File: src/shared/drt_pkg.sv
// Package: command encodings, timing counts and types shared by both ends.
// Functional notes
// RULE_01 - Write after read: CL-CWL+read_burst_length/2+1+tWPRE.
// RULE_02 - Same-group read after write: CWL+write_burst_length/2+tWTR_L.
// RULE_03 - Other-group read after write: CWL+write_burst_length/2+tWTR_S.
// RULE_04 - Read burst length 8 or 4.
// RULE_05 - Write burst length 4 only fixed BC4.
// RULE_06 - Bad data timing corrupts only that write.
// RULE_07 - Tolerance needs CRC and OTF disabled.
// RULE_08 - Offending strobe within six edges of latency.
// RULE_09 - Read accepted after offending write.
// RULE_10 - Further writes accepted; data may be wrong.
// RULE_11 - All banks idle restores correct writes; the device clears suspicion only on a precharge that leaves all banks idle.
// RULE_12 - Refresh decode: CS/RAS/CAS low, WE/ACT high.
// RULE_13 - Banks idle tRP before refresh.
// RULE_14 - Refresh rows from internal counter.
// RULE_15 - Refresh ends with all banks idle.
// RULE_16 - Only deselect until tRFC elapses.
// RULE_17 - One refresh command per refresh due.
// RULE_18 - Postpone at most 8/16/32 refreshes.
// RULE_19 - Refresh gap at most 9/17/33 intervals.
// RULE_20 - Pull in at most 8/16/32 refreshes.
// RULE_21 - At most 16/32/64 refreshes per window.
// RULE_22 - Signed refresh debt counter within limits.
`default_nettype none
package drt_pkg;
    typedef enum logic [2:0] {
        DRT_CMD_DES,
        DRT_CMD_ACT,
        DRT_CMD_RD,
        DRT_CMD_WR,
        DRT_CMD_PRE,
        DRT_CMD_REF
    } drt_cmd_t;

    typedef enum logic [1:0] {
        DRT_MODE_1X,
        DRT_MODE_2X,
        DRT_MODE_4X
    } drt_mode_t;

    localparam int DRT_CLK_MHZ = 20;
    localparam int DRT_CL = 22;
    localparam int DRT_CWL = 16;
    localparam int DRT_TWPRE = 1;
    localparam int DRT_TWTR_L = 12;
    localparam int DRT_TWTR_S = 4;
    localparam int DRT_TRP = 22;
    localparam int DRT_TCCD_L = 8;
    localparam int DRT_TCCD_S = 4;
    localparam int DRT_TRFC_NS = 350;
    localparam int DRT_TRFC_CYC = (DRT_TRFC_NS * DRT_CLK_MHZ + 999) / 1000;
    localparam int DRT_TREFI_NS = 7800;
    localparam int DRT_TREFI_CYC = (DRT_TREFI_NS * DRT_CLK_MHZ) / 1000;
    localparam int DRT_BL8 = 8;
    localparam int DRT_BC4 = 4;
    localparam int DRT_POST_1X = 8;
    localparam int DRT_STROBE_WIN = 6;
    localparam int DRT_ROW_W = 16;
    localparam int DRT_CNT_W = 16;

    localparam logic [DRT_CNT_W-1:0] DRT_RD2WR_BL8 =
        DRT_CNT_W'(DRT_CL - DRT_CWL + DRT_BL8 / 2 + 1 + DRT_TWPRE);
    localparam logic [DRT_CNT_W-1:0] DRT_RD2WR_BC4 =
        DRT_CNT_W'(DRT_CL - DRT_CWL + DRT_BC4 / 2 + 1 + DRT_TWPRE);

    // Refresh limit scales with the granularity mode: 8, 16 or 32.
    function automatic logic [6:0] drt_limit(input drt_mode_t mode);
        case (mode)
            DRT_MODE_2X: drt_limit = 7'(DRT_POST_1X * 2);
            DRT_MODE_4X: drt_limit = 7'(DRT_POST_1X * 4);
            default: drt_limit = 7'(DRT_POST_1X);
        endcase
    endfunction : drt_limit

    // Refresh interval in cycles for the mode.
    function automatic logic [DRT_CNT_W-1:0] drt_refi(input drt_mode_t mode);
        case (mode)
            DRT_MODE_2X: drt_refi = DRT_CNT_W'(DRT_TREFI_CYC / 2);
            DRT_MODE_4X: drt_refi = DRT_CNT_W'(DRT_TREFI_CYC / 4);
            default: drt_refi = DRT_CNT_W'(DRT_TREFI_CYC);
        endcase
    endfunction : drt_refi
endpackage : drt_pkg
`default_nettype wire

File: src/shared/drt_if.sv
// Interface: command/address/strobe pins between controller and memory device.
`timescale 1ns/1ps
`default_nettype none
interface drt_if;
    logic cs_n;
    logic ras_n;
    logic cas_n;
    logic we_n;
    logic act_n;
    logic [1:0] bank;
    logic bank_group;
    logic [15:0] addr;
    logic burst_otf;
    logic strobe_late;
    logic strobe_err;

    modport ctrl (
        output cs_n, ras_n, cas_n, we_n, act_n, bank, bank_group, addr, burst_otf,
        output strobe_late, strobe_err
    );
    modport dev (
        input cs_n, ras_n, cas_n, we_n, act_n, bank, bank_group, addr, burst_otf,
        input strobe_late, strobe_err
    );
endinterface : drt_if
`default_nettype wire

File: src/drt_ctrl.sv
// Controller end: turnaround spacing and refresh scheduling with debt counter.
`timescale 1ns/1ps
`default_nettype none
module drt_ctrl #(
    parameter int TRFC_CYC = drt_pkg::DRT_TRFC_CYC,
    parameter int TREFI_CYC = drt_pkg::DRT_TREFI_CYC
) (
    // Clock and reset.
    input wire logic clk_sys_i,
    input wire logic reset_i,
    // User requests.
    input wire logic req_valid_i,
    input wire drt_pkg::drt_cmd_t req_cmd_i,
    input wire logic [2:0] req_bank_i,
    input wire logic [15:0] req_addr_i,
    input wire logic req_bc4_i,
    input wire logic req_otf_i,
    input wire drt_pkg::drt_mode_t mode_i,
    output logic req_ready_o,
    output logic ref_issued_o,
    output logic signed [6:0] debt_o,
    // Command pins.
    drt_if.ctrl link
);
    import drt_pkg::*;

    typedef struct packed {
        logic [DRT_CNT_W-1:0] r2w;
        logic [DRT_CNT_W-1:0] w2r_l;
        logic [DRT_CNT_W-1:0] w2r_s;
        logic wr_bg;
        logic [DRT_CNT_W-1:0] rp;
        logic [DRT_CNT_W-1:0] rfc;
        logic [DRT_CNT_W-1:0] refi;
        logic signed [6:0] debt;
        logic [7:0] open;
        logic [4:0] pins;
        logic [2:0] bk;
        logic issued;
        logic ready;
    } drt_ctl_st_t;

    drt_ctl_st_t st_reg;
    drt_ctl_st_t st_next;
    logic ok;
    logic signed [6:0] lim;
    logic [DRT_CNT_W-1:0] wbl_half;

    always_comb begin
        st_next = st_reg;
        lim = signed'(drt_limit(mode_i));
        ok = 1'b0;
        // RULE_05 - write burst length.
        wbl_half = DRT_CNT_W'((req_bc4_i && !req_otf_i) ? DRT_BC4 / 2 : DRT_BL8 / 2);
        st_next.issued = 1'b0;
        st_next.pins = 5'h00;
        if (st_reg.r2w != '0) st_next.r2w = st_reg.r2w - 1'b1;
        if (st_reg.w2r_l != '0) st_next.w2r_l = st_reg.w2r_l - 1'b1;
        if (st_reg.w2r_s != '0) st_next.w2r_s = st_reg.w2r_s - 1'b1;
        if (st_reg.rp != '0) st_next.rp = st_reg.rp - 1'b1;
        if (st_reg.rfc != '0) st_next.rfc = st_reg.rfc - 1'b1;
        // RULE_17 RULE_22 - debt per interval.
        if (st_reg.refi >= (DRT_CNT_W'(TREFI_CYC) >> mode_i) - 1'b1) begin
            st_next.refi = '0;
            if (st_reg.debt < lim) st_next.debt = st_reg.debt + 7'sh01;
        end else begin
            st_next.refi = st_reg.refi + 1'b1;
        end
        // RULE_16 - deselect during blackout.
        if (st_reg.rfc == '0 && req_valid_i) begin
            case (req_cmd_i)
                DRT_CMD_RD: begin
                    // RULE_02 RULE_03 - write to read.
                    ok = (req_bank_i[2] == st_reg.wr_bg) ? st_reg.w2r_l == '0
                                                         : st_reg.w2r_s == '0;
                    // RULE_01 RULE_04 - read burst length.
                    if (ok) st_next.r2w = req_bc4_i ? DRT_RD2WR_BC4 : DRT_RD2WR_BL8;
                end
                DRT_CMD_WR: begin
                    // RULE_01 - write after read.
                    ok = st_reg.r2w == '0;
                    if (ok) begin
                        st_next.wr_bg = req_bank_i[2];
                        st_next.w2r_l = DRT_CNT_W'(DRT_CWL + DRT_TWTR_L) + wbl_half;
                        st_next.w2r_s = DRT_CNT_W'(DRT_CWL + DRT_TWTR_S) + wbl_half;
                    end
                end
                DRT_CMD_REF: begin
                    // RULE_13 RULE_20 RULE_21 - idle, pull-in bound.
                    ok = st_reg.open == '0 && st_reg.rp == '0 && st_reg.debt > -lim;
                    if (ok) begin
                        st_next.rfc = DRT_CNT_W'(TRFC_CYC);
                        st_next.debt = st_next.debt - 7'sh01;
                        st_next.issued = 1'b1;
                    end
                end
                DRT_CMD_PRE: begin
                    ok = 1'b1;
                    st_next.open = '0;
                    st_next.rp = DRT_CNT_W'(DRT_TRP);
                end
                DRT_CMD_ACT: begin
                    // RULE_18 RULE_19 - postpone limit.
                    ok = st_reg.debt < lim;
                    if (ok) st_next.open[req_bank_i] = 1'b1;
                end
                default: ok = 1'b1;
            endcase
            if (ok) begin
                st_next.bk = req_bank_i;
                case (req_cmd_i)
                    DRT_CMD_ACT: st_next.pins = 5'h18;
                    DRT_CMD_RD: st_next.pins = 5'h12;
                    DRT_CMD_WR: st_next.pins = 5'h13;
                    DRT_CMD_PRE: st_next.pins = 5'h15;
                    // RULE_12 - refresh encoding.
                    DRT_CMD_REF: st_next.pins = 5'h16;
                    default: st_next.pins = 5'h00;
                endcase
            end
        end
        st_next.ready = st_next.rfc == '0;
    end

    always_ff @(posedge clk_sys_i or posedge reset_i) begin
        if (reset_i) begin
            st_reg <= '0;
        end else begin
            st_reg <= st_next;
        end
    end

    // Pins are held active high {cs, act, ras, cas, we} so the reset state is a deselect.
    assign link.cs_n = ~st_reg.pins[4];
    assign link.act_n = ~st_reg.pins[3];
    assign link.ras_n = ~st_reg.pins[2];
    assign link.cas_n = ~st_reg.pins[1];
    assign link.we_n = ~st_reg.pins[0];
    assign link.bank = st_reg.bk[1:0];
    assign link.bank_group = st_reg.bk[2];
    // Address bit 10 makes every precharge close all banks.
    assign link.addr = {5'h00, st_reg.pins == 5'h15, 10'h000};
    assign link.burst_otf = 1'b0;
    assign link.strobe_late = 1'b0;
    assign link.strobe_err = 1'b0;
    assign req_ready_o = st_reg.ready;
    assign ref_issued_o = st_reg.issued;
    assign debt_o = st_reg.debt;
endmodule : drt_ctrl
`default_nettype wire

File: src/flat_wrapper.sv
// flat-port wrapper written by rule: the top's interface ports become plain ports
module drt_ctrl_flat import drt_pkg::*;
#(
    parameter int TRFC_CYC = drt_pkg::DRT_TRFC_CYC,
    parameter int TREFI_CYC = drt_pkg::DRT_TREFI_CYC
)
  (clk_sys_i, reset_i, req_valid_i, req_cmd_i, req_bank_i, req_addr_i, req_bc4_i, req_otf_i, mode_i, req_ready_o, ref_issued_o, debt_o, link_cs_n, link_ras_n, link_cas_n, link_we_n, link_act_n, link_bank, link_bank_group, link_addr, link_burst_otf, link_strobe_late, link_strobe_err);
  drt_if link_i ();
  input wire logic clk_sys_i;
  input wire logic reset_i;
  input wire logic req_valid_i;
  input wire drt_pkg::drt_cmd_t req_cmd_i;
  input wire logic [2:0] req_bank_i;
  input wire logic [15:0] req_addr_i;
  input wire logic req_bc4_i;
  input wire logic req_otf_i;
  input wire drt_pkg::drt_mode_t mode_i;
  output logic req_ready_o;
  output logic ref_issued_o;
  output logic signed [6:0] debt_o;
  output wire logic [$bits(link_i.cs_n)-1:0] link_cs_n;
  output wire logic [$bits(link_i.ras_n)-1:0] link_ras_n;
  output wire logic [$bits(link_i.cas_n)-1:0] link_cas_n;
  output wire logic [$bits(link_i.we_n)-1:0] link_we_n;
  output wire logic [$bits(link_i.act_n)-1:0] link_act_n;
  output wire logic [$bits(link_i.bank)-1:0] link_bank;
  output wire logic [$bits(link_i.bank_group)-1:0] link_bank_group;
  output wire logic [$bits(link_i.addr)-1:0] link_addr;
  output wire logic [$bits(link_i.burst_otf)-1:0] link_burst_otf;
  output wire logic [$bits(link_i.strobe_late)-1:0] link_strobe_late;
  output wire logic [$bits(link_i.strobe_err)-1:0] link_strobe_err;
  assign link_cs_n = link_i.cs_n;
  assign link_ras_n = link_i.ras_n;
  assign link_cas_n = link_i.cas_n;
  assign link_we_n = link_i.we_n;
  assign link_act_n = link_i.act_n;
  assign link_bank = link_i.bank;
  assign link_bank_group = link_i.bank_group;
  assign link_addr = link_i.addr;
  assign link_burst_otf = link_i.burst_otf;
  assign link_strobe_late = link_i.strobe_late;
  assign link_strobe_err = link_i.strobe_err;
  drt_ctrl #(.TRFC_CYC(TRFC_CYC), .TREFI_CYC(TREFI_CYC)) u_core (.clk_sys_i(clk_sys_i), .reset_i(reset_i), .req_valid_i(req_valid_i), .req_cmd_i(req_cmd_i), .req_bank_i(req_bank_i), .req_addr_i(req_addr_i), .req_bc4_i(req_bc4_i), .req_otf_i(req_otf_i), .mode_i(mode_i), .req_ready_o(req_ready_o), .ref_issued_o(ref_issued_o), .debt_o(debt_o), .link(link_i));
endmodule
File: config.mk
export PLATFORM = sky130hd
export DESIGN_NAME = drt_ctrl_flat
export DESIGN_NICKNAME = d
export VERILOG_FILES = /design/src/shared/drt_pkg.sv /design/src/shared/drt_if.sv /design/src/drt_ctrl.sv /design/src/flat_wrapper.sv
export SDC_FILE = /design/constraint.sdc
export NUM_CORES = 1
export LEC_CHECK = 0
export ABC_AREA = 1
export BUFFER_PORTS_ARGS = -buffer_cell sky130_fd_sc_hd__buf_2
export CAP_MARGIN = 20
export CORE_MARGIN = 5
export CORE_UTILIZATION = 40
export CTS_CLUSTER_SIZE = 24
export DETAILED_ROUTE_END_ITERATION = 10
export MAX_ROUTING_LAYER = met4
export PLACE_DENSITY_LB_ADDON = 0.05
export SYNTH_ARGS = -nofsm -noshare
export SYNTH_HDL_FRONTEND = slang
export SYNTH_SLANG_ARGS = --single-unit
File: constraint.sdc
create_clock -name clk_sys_i -period 5.4 [get_ports clk_sys_i]
set_input_delay 0.54 -clock clk_sys_i [delete_from_list [all_inputs] [get_ports clk_sys_i]]
set_output_delay 0.54 -clock clk_sys_i [all_outputs]
set_load 0.03 [all_outputs]
==> run_results.csv <==
group,metric,value,unit
pwr,p_leak,4.442,nW
timing,min_period,3.416,ns
routing,wl_per_cell,12.61,um
timing,timing.fmax,292.7,MHz
synthesis,ys_seq_elements,122,
clocking,clk_pin_slew_worst_paths,0.06,ns
job,max_cap_viol_count,0,
timing,hold_viol_final,0,
global_routing,grt_pass1_vias,6218,
clocking,cts_sinks,122,
pwr,p_per_area,480.5,nW/um2
routing,num_vias,6350,
layout,multiInputGateArea,3969,um2
die,die_h,149.7,um
die,core-area,19330,um2
timing,rsz0062_at_grt,"no",
synthesis,synth-edff-count,0,
synthesis,yosysSeqAreaShare,0.3912,
pwr,peakVddDrop,0.2212,mV
layout,fin_nets,1144,
routing,drc,0,
global_routing,overflow,0,
synthesis,yosysMostFrequentCell,"nand2_1",
timing,worst_pin_slew,0.8961,ns
layout,drive_gt1_frac,0.09191,
clocking,clock_latency,0.41,ns
clocking,cts_root_buffer,"clkbuf_16",
clocking,cts_tree,"done",
routing,drt_wl_total,17070,um
synthesis,ys_types,45,
layout,largest_reg_flops,110,
worst_setup_path,cp.buffers_inverters,5,
routing,viasPerCell,4.690,
die,die_area,22400,um2
clocking,numCtsBuffers,17,
place,place_congestion,0.7860,
clocking,h-tree-depth,4,
synthesis,synth_common_cells,"195 x nand2_1, 162 x inv_1, 156 x nor2_1, 122 x dfrtp_1, 77 x nand3_1",
worst_setup_path,worst_path_most_repeated_cell,"nand2_1",
die,pin_count,65,
place,portBuffers,30,
synthesis,netlist_instances,1036,
clocking,clock_path_buffers,2,
routing,final_antenna_net_count,0,
synthesis,ys.flop_type,"dfrtp_1",
die,die_w,149.7,um
timing,slew_headroom,0.4026,
place,placed_area,8145,um2
synthesis,synthDominantCellAreaShare,0.3912,
synthesis,synthArstFlopShare,1.000,
synthesis,synth_area,7804,um2
layout,register_area,3053,um2
timing,setup_viol,0,
worst_setup_path,cp_slowest_stage_delay,0.67,ns
routing,dr.pass1.iters,6,
clocking,post_cts_resized,0,
die,fp-row-count,51,
layout,fillCellCount,1992,
timing,fin_tns_setup,0,ns
place,dp.final_hpwl,12900,um
layout,post-route-cell-area,8798,um2
run_status,outcome,"complete, no violations",
worst_setup_path,critPathKind,"primary input to flop",
routing,drt_iter0_markers,260,
timing,fin_crit_sh,0.6326,
global_routing,grt_max_degree,69,
worst_setup_path,critPathLaunchType,"primary input",
timing,skew,0.006867,ns
min_path,hold_class,"primary input to asynchronous set/reset pin",
timing,drv_slew,0,
pwr,power,4.228,mW
worst_setup_path,path_max_fanout,22,
worst_setup_path,end_kind,"flop",
global_routing,grt_pass1_wl,29930,um
worst_setup_path,crit_required,5.71,ns
global_routing,antenna_found_initial,1,
worst_setup_path,rrSetupSlack,2.26,ns
worst_setup_path,path_cells,"buf_2 > inv_1 > ha_1 > inv_1 > ha_1 > nand2_1 > inv_1 > nand2_1 > nand2_1 > nand2_1 > nand2_1 > nand2_1 > nand2_1 > nand2_1 > nand2_1 > ha_1 > inv_1 > nor2_1 > nand3_1 > nor2_1 > nand2_1 > nand2_1 > nand2_1",
synthesis,synthTopCellsByArea,"dfrtp_1 39%, nand2_1 9.4%, inv_1 7.8%, nor2_1 7.5%, ha_1 6.4%",
global_routing,grt_usage,0.1720,
worst_setup_path,worstPathArrival,3.72,ns
synthesis,yosysWarnings,0,
worst_setup_path,crit_path_top_delay_cell,"nand2_1",
clocking,post_cts_buffers,0,
layout,syn2layout_area_growth,12.75,%
synthesis,synth_top_cell_by_area,"dfrtp_1",
synthesis,synth.avg_cell_area,7.533,um2
die,start_util,0.4036,
clocking,holdBufCountCts,0,
worst_setup_path,critPathTopFamily,"simple AND/OR/NAND/NOR gates",
## through the flow
step | hold WS (ns) | std cells | util | setup slack, ns
CTS | 0.3480 | 1353 | 0.4549 | 1.940
detailed placement | 0.4644 | 1321 | 0.4213 | 1.498
floorplan | 0.4431 | 1059 | - | 1.617
global placement | 0.4673 | 1321 | 0.4213 | 1.476
global route | 0.3910 | 1354 | 0.4551 | 1.596
finish | 0.3290 | 1354 | 0.4551 | 1.984
## final cells by class
class                   instances  share of cell area
diodes                          1           0.0002844
clock buffers                  20             0.05191
clock inverters                12             0.02204
inverters                     165             0.07125
multi-input cells             737              0.4511
flip-flops and latches        122              0.3470
well taps                     265             0.03768
repair buffers                 32             0.01877
## path summary, 6_finish.rpt
kind,startpoint,to,cells past startpoint
setup / recovery,mode_i[1],u_core.debt_o[6],23
setup reg to reg,u_core.st_reg[32],u_core.debt_o[6],19
min in group clk_sys_i,req_bc4_i,u_core.st_reg[108],2
hold / removal,reset_i,u_core.st_reg[110],2
max in group asynchronous,reset_i,u_core.st_reg[15],3
hold reg to reg,u_core.st_reg[74],u_core.st_reg[74],1
## cell families after synthesis
| group | synth area share |
|---|---|
| XOR/XNOR | 0.05275 |
| AO/OA/AOI/OAI | 0.06798 |
| flip-flops | 0.3912 |
| AND/OR/NAND/NOR | 0.3117 |
| other | 0.0009624 |
| buffers and inverters | 0.1113 |
| adder cells (fa/ha/maj) | 0.06413 |
## routing by layer
layer / GRT usage / part of all wire / vias to the layer above
li1: - / - / 3342
met1: 0.2230 / 0.49 / 2943
met2: 0.2758 / 0.47 / 50
met3: 0.03301 / 0.025 / 15
met4: 0.05078 / 0.013 / 0
met5: - / 0 / -
## report_power, final
group	internal, mW	total [mW]	switching [mW]
registers	1.21	1.52	0.305
clock network	0.841	1.26	0.421
logic	0.536	1.45	0.914
total	2.59	4.23	1.64
## layout by cell type, fill, tap and decap left out, types with 4 or more instances in the layout
cell type / instances
nor2_1: 156
nand3_1: 77
inv_1: 161
or2_2: 4
nor3_1: 28
nor2_2: 7
nor4_1: 10
nand4_1: 19
dfrtp_1: 122
o21ai_0: 31
clkbuf_16: 17
conb_1: 25
xnor2_1: 11
ha_1: 40
nand2_1: 195
a211oi_1: 4
bufinv_16: 5
o211ai_2: 4
a21oi_1: 45
nor3b_1: 13
buf_2: 30
clkinv_2: 4
xor2_1: 36
nor2_4: 6
(Power assumes the default switching activity.)
